## src/rtcf_pkg.sv

```systemverilog
// Shared constants and types for the alarm and status flag block
package rtcf_pkg;

	// Register offsets on the byte-wide bus
	localparam logic [4:0] OFS_MONTH = 5'h05;
	localparam logic [4:0] OFS_ALM_SEC = 5'h08;
	localparam logic [4:0] OFS_ALM_MIN = 5'h09;
	localparam logic [4:0] OFS_ALM_HOUR = 5'h0a;
	localparam logic [4:0] OFS_ALM_DAY = 5'h0b;
	localparam logic [4:0] OFS_STATUS = 5'h0e;
	localparam logic [4:0] OFS_CTRL = 5'h0f;

	// Month and oscillator control byte
	localparam int B_OSC_HALT = 7;
	localparam int B_CLKOUT_OFF = 6;
	localparam int B_BACKUP_CLK = 5;

	// Alarm bytes: mask in bit 7, weekday select in bit 6 of the day byte
	localparam int B_MASK = 7;
	localparam int B_WEEKDAY = 6;

	// Status byte
	localparam int B_MAIN_LOW = 7;
	localparam int B_AUX_LOW = 6;
	localparam int B_HOLD = 5;
	localparam int B_HIZ = 4;
	localparam int B_ALARM = 3;
	localparam int B_KICK = 2;
	localparam int B_DOG = 1;
	localparam int B_PEND = 0;

	// Control byte
	localparam int B_TE = 7;
	localparam int B_WAKE = 4;
	localparam int B_AIE = 3;
	localparam int B_KIE = 2;
	localparam int B_DOGE = 1;

	// Reset values
	localparam logic [7:0] CTRL_RST = 8'h00;
	localparam logic [7:0] ALM_RST = 8'h00;
	localparam logic [2:0] OSC_RST = 3'h0;

	// Address hold time before a status read counts
	localparam int CLK_PERIOD_NS = 10;
	localparam int STABLE_NS = 15;
	localparam int STABLE_CYC_I = (STABLE_NS + CLK_PERIOD_NS - 1) / CLK_PERIOD_NS;
	localparam logic [1:0] STABLE_CYC = 2'(STABLE_CYC_I);

	// Current BCD time from the counting chain
	typedef struct packed {
		logic [7:0] sec;
		logic [7:0] min;
		logic [7:0] hour;
		logic [7:0] day;
		logic [7:0] date;
	} rtcf_time_t;

	// The four alarm bytes as written by software
	typedef struct packed {
		logic [7:0] sec;
		logic [7:0] min;
		logic [7:0] hour;
		logic [7:0] day;
	} rtcf_alarm_t;

	// Synchronised host bus pins
	typedef struct packed {
		logic ce;
		logic oe;
		logic we;
		logic [4:0] addr;
		logic [7:0] data;
	} rtcf_bus_t;

endpackage

```

## src/rtcf_alarm_cmp.sv

```systemverilog
// Alarm compare against the current time under mask control
`timescale 1ns/1ps
module rtcf_alarm_cmp
	import rtcf_pkg::*;
(
	// Alarm setting and time
	input wire rtcf_alarm_t alarm,
	input wire rtcf_time_t now,
	// Result
	output logic match
);

	// Masked-off compare of the BCD value bits
	function automatic logic eq6(input logic [7:0] a, input logic [7:0] b);
		eq6 = (a[5:0] == b[5:0]);
	endfunction

	logic [3:0] masks;
	logic sec_eq;
	logic min_eq;
	logic hour_eq;
	logic dd_eq;
	logic [7:0] dd_sel;

	// Mask bits and per-field equality
	assign masks = {alarm.day[B_MASK], alarm.hour[B_MASK], alarm.min[B_MASK], alarm.sec[B_MASK]};
	assign sec_eq = (alarm.sec[6:0] == now.sec[6:0]);
	assign min_eq = (alarm.min[6:0] == now.min[6:0]);
	assign hour_eq = eq6(alarm.hour, now.hour);
	assign dd_sel = alarm.day[B_WEEKDAY] ? now.day : now.date;
	assign dd_eq = eq6(alarm.day, dd_sel);

	// Alarm rate decode
	always_comb begin
		unique case (masks)
			4'he: match = sec_eq;
			4'hc: match = sec_eq & min_eq;
			4'h8: match = sec_eq & min_eq & hour_eq;
			4'h0: match = sec_eq & min_eq & hour_eq & dd_eq;
			default: match = 1'b1;
		endcase
	end

endmodule // rtcf_alarm_cmp

```

## src/rtcf_flags.sv

```systemverilog
// Alarm match, status flags, power request and clock output logic
`timescale 1ns/1ps
module rtcf_flags
	import rtcf_pkg::*;
(
	// Clock and reset
	input wire logic clock,
	input wire logic rst_n,
	// Host bus pins
	input wire logic ce_n,
	input wire logic oe_n,
	input wire logic we_n,
	input wire logic [4:0] addr,
	input wire logic [7:0] dq_i,
	output logic [7:0] dq_o,
	output logic dq_oe,
	// Time chain, same clock
	input wire rtcf_time_t now,
	input wire logic [3:0] month_in,
	input wire logic sec_tick,
	input wire logic kick_event,
	input wire logic dog_timeout,
	// Analog monitors and oscillator pins
	input wire logic main_batt_low_in,
	input wire logic aux_batt_low_in,
	input wire logic aux_battery_in,
	input wire logic power_fail,
	input wire logic osc_32k,
	// Outputs
	output logic oscillator_halt,
	output logic clock_output_pin,
	output logic power_request_n_o,
	output logic power_request_n_oe,
	output logic irq_n
);

	// Two-stage synchronisers for all pins
	rtcf_bus_t bus_m_r;
	rtcf_bus_t bus_r;
	logic [4:0] mon_m_r;
	logic [4:0] mon_r;
	always_ff @(posedge clock or negedge rst_n) begin
		if (!rst_n) begin
			bus_m_r <= '0;
			bus_r <= '0;
			mon_m_r <= 5'h00;
			mon_r <= 5'h00;
		end else begin
			bus_m_r <= '{ce: ~ce_n, oe: ~oe_n, we: ~we_n, addr: addr, data: dq_i};
			bus_r <= bus_m_r;
			mon_m_r <= {main_batt_low_in, aux_batt_low_in, aux_battery_in, power_fail, osc_32k};
			mon_r <= mon_m_r;
		end
	end

	logic main_low_s;
	logic aux_low_s;
	logic aux_s;
	logic fail_s;
	logic osc_s;
	assign {main_low_s, aux_low_s, aux_s, fail_s, osc_s} = mon_r;

	// Registers
	logic [2:0] osc_ctrl_r;
	rtcf_alarm_t alarm_r;
	logic [7:0] ctrl_r;
	logic hold_r;
	logic hiz_r;
	logic alarm_flag_r;
	logic kick_flag_r;
	logic dog_flag_r;
	logic wr_prev_r;
	logic [4:0] wr_addr_r;
	logic [7:0] wr_data_r;
	logic [4:0] addr_prev_r;
	logic [1:0] rd_cnt_r;
	logic rd_qual_r;

	// Bus decode
	logic wr_act;
	logic rd_act;
	logic wr_commit;
	logic addr_same;
	logic rd_status;
	logic rd_clear_w;
	assign wr_act = bus_r.ce & bus_r.we;
	assign rd_act = bus_r.ce & bus_r.oe & ~bus_r.we;
	assign wr_commit = wr_prev_r & ~wr_act;
	assign addr_same = (bus_r.addr == addr_prev_r);
	assign rd_status = rd_act & (bus_r.addr == OFS_STATUS) & addr_same;
	// clear on address change or strobe rise
	assign rd_clear_w = rd_qual_r & ~rd_status;

	// Write strobes per register
	logic wr_month;
	logic wr_status;
	logic wr_ctrl;
	assign wr_month = wr_commit & (wr_addr_r == OFS_MONTH);
	assign wr_status = wr_commit & (wr_addr_r == OFS_STATUS);
	assign wr_ctrl = wr_commit & (wr_addr_r == OFS_CTRL);

	// Control fields
	logic halt_w;
	logic off_w;
	logic bb_w;
	logic te_w;
	logic wake_w;
	assign halt_w = osc_ctrl_r[B_OSC_HALT - B_BACKUP_CLK];
	assign off_w = osc_ctrl_r[B_CLKOUT_OFF - B_BACKUP_CLK];
	assign bb_w = osc_ctrl_r[B_BACKUP_CLK - B_BACKUP_CLK];
	assign te_w = ctrl_r[B_TE];
	assign wake_w = ctrl_r[B_WAKE];

	// Alarm compare, runs on main or battery power alike
	logic match_w;
	rtcf_alarm_cmp u_cmp (
		.alarm(alarm_r),
		.now(now),
		.match(match_w)
	);

	// match event, gated once per second
	logic set_alarm_w;
	assign set_alarm_w = sec_tick & match_w & te_w & ~halt_w;

	// pending as OR of enabled flags
	logic pend_w;
	assign pend_w = (alarm_flag_r & ctrl_r[B_AIE]) | (kick_flag_r & ctrl_r[B_KIE])
		| (dog_flag_r & ctrl_r[B_DOGE]);

	// Next flag values, set wins over clear except for hiz, where the hardware clear wins over a write
	logic alarm_nxt;
	logic kick_nxt;
	logic dog_nxt;
	logic hiz_nxt;
	// cleared by read or write 0
	assign alarm_nxt = set_alarm_w
		| (alarm_flag_r & ~rd_clear_w & ~(wr_status & ~wr_data_r[B_ALARM]));
	assign kick_nxt = kick_event | (wr_status & wr_data_r[B_KICK])
		| (kick_flag_r & ~rd_clear_w & ~wr_status);
	assign dog_nxt = dog_timeout
		| (dog_flag_r & ~rd_clear_w & ~(wr_status & ~wr_data_r[B_DOG]));
	// hardware clear on wake or kick
	assign hiz_nxt = ((alarm_flag_r & wake_w) | kick_flag_r) ? 1'b0
		: (wr_status ? wr_data_r[B_HIZ] : hiz_r);

	// Read data selection
	logic [7:0] status_w;
	logic [7:0] rd_mux;
	assign status_w = {main_low_s, aux_low_s, hold_r, hiz_r,
		alarm_flag_r, kick_flag_r, dog_flag_r, pend_w};
	always_comb begin
		unique case (bus_r.addr)
			OFS_MONTH: rd_mux = {osc_ctrl_r, 1'b0, month_in};
			OFS_ALM_SEC: rd_mux = alarm_r.sec;
			OFS_ALM_MIN: rd_mux = alarm_r.min;
			OFS_ALM_HOUR: rd_mux = alarm_r.hour;
			OFS_ALM_DAY: rd_mux = alarm_r.day;
			OFS_STATUS: rd_mux = status_w;
			OFS_CTRL: rd_mux = ctrl_r;
			default: rd_mux = 8'h00;
		endcase
	end

	// Bus strobe tracking and write capture
	always_ff @(posedge clock or negedge rst_n) begin
		if (!rst_n) begin
			wr_prev_r <= 1'b0;
			wr_addr_r <= 5'h00;
			wr_data_r <= 8'h00;
			addr_prev_r <= 5'h00;
		end else begin
			wr_prev_r <= wr_act;
			if (wr_act) begin
				wr_addr_r <= bus_r.addr;
				wr_data_r <= bus_r.data;
			end
			addr_prev_r <= bus_r.addr;
		end
	end

	// status read must stand long enough
	always_ff @(posedge clock or negedge rst_n) begin
		if (!rst_n) begin
			rd_cnt_r <= 2'h0;
			rd_qual_r <= 1'b0;
		end else begin
			rd_cnt_r <= (rd_status && rd_cnt_r != STABLE_CYC) ? rd_cnt_r + 2'h1
				: (rd_status ? rd_cnt_r : 2'h0);
			rd_qual_r <= rd_status & (rd_qual_r | (rd_cnt_r == STABLE_CYC - 2'h1));
		end
	end

	always_ff @(posedge clock or negedge rst_n) begin
		if (!rst_n) begin
			osc_ctrl_r <= OSC_RST;
			ctrl_r <= CTRL_RST;
			alarm_r <= {4{ALM_RST}};
		end else begin
			if (wr_month) osc_ctrl_r <= wr_data_r[B_OSC_HALT:B_BACKUP_CLK];
			if (wr_ctrl) ctrl_r <= wr_data_r;
			// full alarm bytes keep mask and select
			if (wr_commit && wr_addr_r == OFS_ALM_SEC) alarm_r.sec <= wr_data_r;
			if (wr_commit && wr_addr_r == OFS_ALM_MIN) alarm_r.min <= wr_data_r;
			if (wr_commit && wr_addr_r == OFS_ALM_HOUR) alarm_r.hour <= wr_data_r;
			if (wr_commit && wr_addr_r == OFS_ALM_DAY) alarm_r.day <= wr_data_r;
		end
	end

	// Flags and power controls
	always_ff @(posedge clock or negedge rst_n) begin
		if (!rst_n) begin
			alarm_flag_r <= 1'b0;
			kick_flag_r <= 1'b0;
			dog_flag_r <= 1'b0;
			hiz_r <= 1'b1;
			hold_r <= 1'b0;
		end else begin
			alarm_flag_r <= alarm_nxt;
			kick_flag_r <= kick_nxt;
			dog_flag_r <= dog_nxt;
			hiz_r <= hiz_nxt;
			if (wr_status) hold_r <= wr_data_r[B_HOLD];
		end
	end

	// Clock output enable
	logic clk_en_w;
	assign clk_en_w = ~halt_w & ((~fail_s & ~off_w) | (fail_s & bb_w & aux_s));

	// Registered pin outputs
	always_ff @(posedge clock or negedge rst_n) begin
		if (!rst_n) begin
			dq_o <= 8'h00;
			dq_oe <= 1'b0;
			oscillator_halt <= 1'b0;
			clock_output_pin <= 1'b0;
			power_request_n_o <= 1'b0;
			power_request_n_oe <= 1'b0;
			irq_n <= 1'b1;
		end else begin
			dq_o <= rd_mux;
			dq_oe <= rd_act;
			oscillator_halt <= halt_w;
			clock_output_pin <= osc_s & clk_en_w;
			power_request_n_o <= 1'b0;
			power_request_n_oe <= ~hiz_r & ~(fail_s & ~hold_r);
			irq_n <= ~pend_w;
		end
	end
endmodule // rtcf_flags

```

## config.mk

```make
export PLATFORM = sky130hd
export DESIGN_NAME = rtcf_flags
export DESIGN_NICKNAME = d
export VERILOG_FILES = /design/src/rtcf_pkg.sv /design/src/rtcf_alarm_cmp.sv /design/src/rtcf_flags.sv
export SDC_FILE = /design/constraint.sdc
export NUM_CORES = 1
export LEC_CHECK = 0
export CAP_MARGIN = 10
export CORE_UTILIZATION = 62
export DETAILED_ROUTE_END_ITERATION = 12
export DONT_BUFFER_PORTS = 1
export PLACE_DENSITY_LB_ADDON = 0.25
export RECOVER_POWER = 25
export SYNTH_ARGS = -nofsm -noshare
export SYNTH_HDL_FRONTEND = slang
export SYNTH_HIERARCHICAL = 1
export SYNTH_SLANG_ARGS = --single-unit
```

## constraint.sdc

```tcl
create_clock -name clock -period 2.2 [get_ports clock]
set_clock_uncertainty 0.15 [all_clocks]
set_input_delay 0.11 -clock clock [delete_from_list [all_inputs] [get_ports clock]]
set_output_delay 0.11 -clock clock [all_outputs]
set_load 0.05 [all_outputs]
```

==> results.cfg, run 1 <==
[die]
die_x_um = 91.0
floorplan.die.height_um = 91.0
initial_core_util_pct = 63.8
die_area_sq_um = 8270
core.rowCount = 32
ioPinCount = 84
coreArea_sq_um = 7690

[worst_setup_path]
r2r_end = alarm_flag_r
start_kind = flip-flop
crit_path_end_kind = flip-flop
worstPathArrival_ns = 2.29
r2r_cells = 7
required_ns = 2.47
regToRegSetupSlack_ns = 0.19
setup.worst_path.class = reg2reg
reg2reg_from = alarm_r[6]
startpoint = alarm_r[6]
crit_end = alarm_flag_r
critPathMaxFanout = 5

[power_and_ir_drop]
ir_drop_uv = 851
power_density_nw_per_um2 = 1010
leakage_nw = 2.80

[clocking]
cts-htree-levels = 4
clock_latency_ns = 0.50
root_buffer = clkbuf_8
cts.sinks = 125
cts_buffers = 17
ctsHoldBuffers = 44
path_clk_slew_ns = 0.06
cts_tree = built
cts_buffer_depth = 2

[detailed_routing]
ant_nets = 0
drc = 0
routed_wl_um = 10500
drt_iter0_drc = 256
wire_per_inst_um = 19.3
vias_per_cell = 5.94
vias = 3224
firstDrtPassIters = 5

[timing]
slew_viol_final = 0
tightest_slew_ns = 0.703
setup_viol = 0
hold_viol = 125
rsz0062_at_grt = no
hold_ws_ns = -0.849
max_freq_mhz = 497
period_needed_ns = 2.01
fin_crit_sh_pct = 91.5
relSlewSlack_pct = 52.9

[synth]
synth_compound_area_share_pct = 6.30
netlist_instances = 364
yosys.area_share.simple_pct = 10.5
syn_area_per_cell_sq_um = 13.5
ys_ff_latch = 125
synth_edf_count = 0
ys.flop_type = dfrtp_1
synthAdderAreaFrac_pct = 0.510
synth_cell_types = 49
ys_seq_area_share_pct = 63.8
synth_top_family_by_area = multiplexers
async_reset_ff_share_pct = 100
yosysWarnings = 6
syn-num-nets = 436
muxShareOfSynthArea_pct = 11.6
syn-cell-area_sq_um = 4910
synth_xor_xnor_area_share_pct = 5.18

[global_route]
first_global_vias = 3472
grt_pass1_wl_um = 17500
globalRouteOverflowTotal = 0
grt_usage_pct = 28.3
grt_max_degree = 126
antenna_found_initial = 0

[layout]
layout.nets = 501
area_growth_pct = 25.1
final_cells = 543
n_antenna_cell = 0
fin_area_sq_um = 6140
num-fill-cells = 412
drive_gt1_share_pct = 23.1

[hold_path]
hp-class = in2async

[placed_design]
numPortBuffers = 0
place_hpwl_um = 6610
placed_area_sq_um = 5050
gp_congestion = 0.841
dp.cells = 468

[outcome]
violations = negative hold slack
status = finished, violations left

[job]
max_cap_viol_count = 0
-- where the power goes --
| group | total, W | switching, W | internal (W) |
|---|---|---|---|
| clock | 0.00286 | 0.000988 | 0.00187 |
| sequential | 0.00282 | 0.000288 | 0.00253 |
| combinational | 0.000507 | 0.000207 | 0.000300 |
-- flip-flops by register name, summed over array words and instances (netlist names), 8 cells and up --
name,count
alarm_r,32
bus_m_r,16
bus_r,16
ctrl_r,8
dq_o,8
wr_data_r,8
-- cell families (layout without fill, tap and decap cells) --
group / Yosys count / count (layout)
buf+inv: 19 / 96
mux: 51 / 51
compound gates: 41 / 41
xor+xnor: 29 / 29
other cells: 1 / 1
simple gates: 96 / 96
fa+ha+maj: 2 / 2
flops: 125 / 125
-- critical path, cell delays in order, from the launching register on --
cell and delay, ns:
dfrtp_2 0.45, mux2i_1 0.24, xnor2_1 0.10, nor4_2 0.33, a311oi_1 0.14, nor3_1 0.22
nand4b_1 0.19, o21ai_1 0.12
-- layout by cell type, fill, tap and decap left out, types with 3 or more instances in the layout --
master and n:
nand2b_1 3, bufinv_16 4, nor2_1 11, clkinvlp_4 3, mux2_2 43, a31oi_1 3, a222oi_1 7, a22oi_1 17
nand4b_1 3, clkbuf_16 16, nand2_1 41, inv_1 10, xor2_1 12, nor3_2 3, dlygate4sd3_1 44, xnor2_1 17
nand3_1 11, clkinv_4 4, o21ai_0 4, mux2i_1 7, nor4_2 3, buf_4 10, dfrtp_1 122
-- layer usage --
layer | share of wire, % | GRT usage [%] | up-vias
li1 | - | - | 1422
met1 | 41 | 37.6 | 1630
met2 | 50 | 45.1 | 152
met3 | 7.1 | 8.46 | 20
met4 | 2.0 | 9.13 | 0
met5 | 0 | 0 | -
-- per-stage QoR --
step	setup slack, ns	setup TNS (ns)	power, W	hold slack [ns]	util [%]
floorplan	0.433	0	0.00313	-0.336	-
global placement	0.133	0	0.00325	-0.333	65.8
detailed placement	-0.0231	-0.0231	0.00328	-0.334	65.8
CTS	0.0249	0	0.00620	-0.868	79.6
global route	0.0229	0	0.00641	-0.874	79.9
finish	0.187	0	0.00618	-0.849	79.9
-- cells in the mapped netlist (2+ instances only) --
library cell | n | share of area (%)
nand3b_1 | 2 | 0.31
nand4_1 | 2 | 0.25
nand3_1 | 11 | 1.1
a31oi_1 | 3 | 0.38
ha_1 | 2 | 0.51
a222oi_1 | 7 | 1.4
buf_2 | 2 | 0.20
nor3_1 | 4 | 0.41
a21oi_1 | 2 | 0.20
mux2i_1 | 7 | 1.4
xnor2_1 | 17 | 3.0
inv_1 | 10 | 0.76
nor2b_1 | 2 | 0.25
nand2_1 | 41 | 3.1
nand4b_1 | 3 | 0.54
nor2_1 | 11 | 0.84
dfrtp_1 | 123 | 63
clkbuf_1 | 2 | 0.15
xor2_1 | 12 | 2.1
nand2b_1 | 3 | 0.38
mux2_2 | 43 | 9.9
a22oi_1 | 17 | 2.6
dfstp_2 | 2 | 1.1
a221oi_1 | 2 | 0.36
or3_1 | 2 | 0.25
o21ai_0 | 4 | 0.41
buf_6 | 2 | 0.46
nor4_1 | 4 | 0.51
buf_4 | 2 | 0.31
-- final cells by class --
class	count	area, sq um	share of cell area [%]
Inverter	11	43.8	0.713
Timing Repair Buffer	54	515	8.40
Multi-Input combinational cell	220	1700	27.7
Clock buffer	18	428	6.97
Sequential cell	125	3130	51.0
Tap cell	102	128	2.08
Clock inverter	13	191	3.12
-- worst min-delay path by stage --
stage           from        endpoint  slack (ns)  cells after the start
6_report       rst_n     alarm_r[15]       -0.85                      0
5_1_grt        rst_n        mon_r[4]       -0.87                      0
4_1_cts        rst_n       ctrl_r[6]       -0.87                      0
3_5_place_dp   rst_n     alarm_r[15]       -0.33                      0
3_3_place_gp   rst_n     alarm_r[15]       -0.33                      0
2_1_floorplan  rst_n  addr_prev_r[0]       -0.34                      0
-- what timing repair did --
item / 4_1_cts / 5_1_grt
pin swaps: 0 / 0
endpoints found under the setup margin: 8 / 9
endpoints found under the hold margin: 153 / 125
buffers inserted: 0 / 0
resized for setup: 1 / 4
(Power assumes the default switching activity.)
==> inputs of run 2 (changes only) <==
--- a/config.mk
+++ b/config.mk
@@ -5,10 +5,10 @@
 export SDC_FILE = /design/constraint.sdc
 export NUM_CORES = 1
 export LEC_CHECK = 0
+export BUFFER_PORTS_ARGS = -buffer_cell sky130_fd_sc_hd__buf_2
 export CAP_MARGIN = 10
-export CORE_UTILIZATION = 62
+export CORE_UTILIZATION = 55
 export DETAILED_ROUTE_END_ITERATION = 12
-export DONT_BUFFER_PORTS = 1
 export PLACE_DENSITY_LB_ADDON = 0.25
 export RECOVER_POWER = 25
 export SYNTH_ARGS = -nofsm -noshare
==> constraint.sdc (replaced) <==
create_clock -name clock -period 2.3 [get_ports clock]
set_clock_uncertainty 0.15 [all_clocks]
set_input_delay 0.115 -clock clock [delete_from_list [all_inputs] [get_ports clock]]
set_output_delay 0.115 -clock clock [all_outputs]
set_load 0.05 [all_outputs]
==> run 2 against run 1 <==
The run now ends clean. First-iteration DRC count is 12% higher. Largest power group is now registers. Critical path type unchanged. Total power is 6.8% lower. Wire length is 7.5% higher. Fmax is 4.0% lower. Sequential share of layout area is 1.5 points lower. Critical path depth stayed put.
==> results.cfg, run 2 (synthesized netlist as in run 1, its figures left out) <==
[timing]
rsz0062_at_grt = no
period_needed_ns = 2.10
hold_ws_ns = 0.0834
max_freq_mhz = 477
tightest_slew_ns = 0.988
setup_viol = 0
slew_viol_final = 0
finalSetupTns_ns = 0
relSlewSlack_pct = 34.1
hold_viol = 0
fin_crit_sh_pct = 91.1

[clocking]
cts_tree = built
cts_buffer_depth = 2
path_clk_slew_ns = 0.06
cts_buffers = 17
cts.sinks = 125
cts-htree-levels = 4
clock_latency_ns = 0.51
root_buffer = clkbuf_8

[layout]
mostFrequentLayoutCells = dfrtp_1, buf_2, mux2_2
multi_input_area_sq_um = 1680
drive_gt1_share_pct = 34.8
largest_register_ffs = 32
reg_top3 = alarm_r x32, bus_m_r x16, bus_r x16
register_area_sq_um = 3130
layout.nets = 565
n_antenna_cell = 0
regMostFlops = alarm_r
mostFrequentLayoutCell = dfrtp_1
num-fill-cells = 584
area_growth_pct = 28.8

[placed_design]
numPortBuffers = 74
place_hpwl_um = 7260
gp_congestion = 0.816

[detailed_routing]
vias_per_cell = 5.59
wire_per_inst_um = 18.4
drt_iter0_drc = 287
vias = 3432
firstDrtPassIters = 9
ant_nets = 0
routed_wl_um = 11300
drc = 0

[hold_path]
hp-class = in2reg
min_to = alarm_flag_r
whs_path_depth = 6
min-delay-start = now[21]

[worst_setup_path]
critPathMaxFanout = 5
r2r_end = alarm_flag_r
crit_chain = mux2i_1 -> xnor2_1 -> nor4_1 -> a311oi_1 -> nor3_1 -> nand4b_1 -> o21ai_1
crit_family = simple AND/OR/NAND/NOR gates
regToRegSetupSlack_ns = 0.20
reg2reg_from = alarm_r[6]
required_ns = 2.58
crit_path_end_kind = flip-flop
worstPathArrival_ns = 2.38
worst-path-buf-inv = 0
slowest_stage = dfrtp_1
setup.worst_path.class = reg2reg
start_kind = flip-flop
r2r_cells = 7
cp_slowest_stage_delay_ns = 0.51

[outcome]
status = finished, final reports clean

[die]
die_x_um = 96.5
core.rowCount = 34
die_area_sq_um = 9300
ioPinCount = 84
initial_core_util_pct = 56.5
floorplan.die.height_um = 96.5
coreArea_sq_um = 8680

[global_route]
antenna_found_initial = 0
grt_usage_pct = 26.5
grt_pass1_wl_um = 17500
grt_max_degree = 42
first_global_vias = 3484
globalRouteOverflowTotal = 0

[job]
max_cap_viol_count = 0

[power_and_ir_drop]
power_density_nw_per_um2 = 912
ir_drop_uv = 559
leakage_nw = 3.04
==> run 2: layout make-up <==
cell class | instances | share of cell area (%)
multi-input cells | 220 | 26.5
clock inverters | 15 | 2.40
repair buffers | 118 | 12.1
flip-flops and latches | 125 | 49.5
inverters | 11 | 0.693
well taps | 108 | 2.14
clock buffers | 17 | 6.55
==> run 2: worst max-delay path by stage <==
stage,from,end,slack (ns),depth (start not counted)
2_1_floorplan,bus_r[13],hold_r,0.53,5
3_3_place_gp,alarm_r[6],alarm_flag_r,0.27,7
3_5_place_dp,alarm_r[6],alarm_flag_r,0.25,7
4_1_cts,alarm_r[6],alarm_flag_r,0.21,7
5_1_grt,alarm_r[6],alarm_flag_r,0.06,7
6_report,alarm_r[6],alarm_flag_r,0.20,7
==> run 2: power breakdown <==
group | internal [W] | switching [W]
logic | 0.000317 | 0.000319
registers | 0.00242 | 0.000218
clock network | 0.00146 | 0.00103
total | 0.00420 | 0.00156
==> run 2: per-stage QoR <==
stage | worst slack, ns | cell area, sq um | utilization [%] | std cells | power, W
after floorplan | 0.533 | 4910 | - | 364 | 0.00300
after global placement | 0.272 | 5480 | 63.1 | 552 | 0.00323
after detailed placement | 0.248 | 5480 | 63.1 | 552 | 0.00326
after CTS | 0.206 | 6350 | 73.2 | 614 | 0.00579
after global routing | 0.0608 | 6320 | 72.8 | 614 | 0.00597
final | 0.204 | 6320 | 72.8 | 614 | 0.00576
==> run 2: what timing repair did <==
item	4_1_cts	5_1_grt
hold buffers	30	0
buffers inserted	0	0
hold endpoints to repair	152	0
resized for setup	0	0
==> run 2: worst register-to-register path, cell delays in order, from the launching register on <==
cell and delay (ns):
dfrtp_1 0.51, mux2i_1 0.29, xnor2_1 0.11, nor4_1 0.33, a311oi_1 0.14, nor3_1 0.21, nand4b_1 0.17, o21ai_1 0.11
==> run 2: metal layers <==
metal | up-vias | global-route usage, % | part of all wire (%) | routed length, um
met5 | - | 0 | 0 | 0
met4 | 0 | 10.3 | 2.7 | 299
met3 | 33 | 6.26 | 7.1 | 799
met2 | 182 | 45.1 | 50 | 5590
met1 | 1656 | 32.8 | 41 | 4580
li1 | 1561 | - | - | -
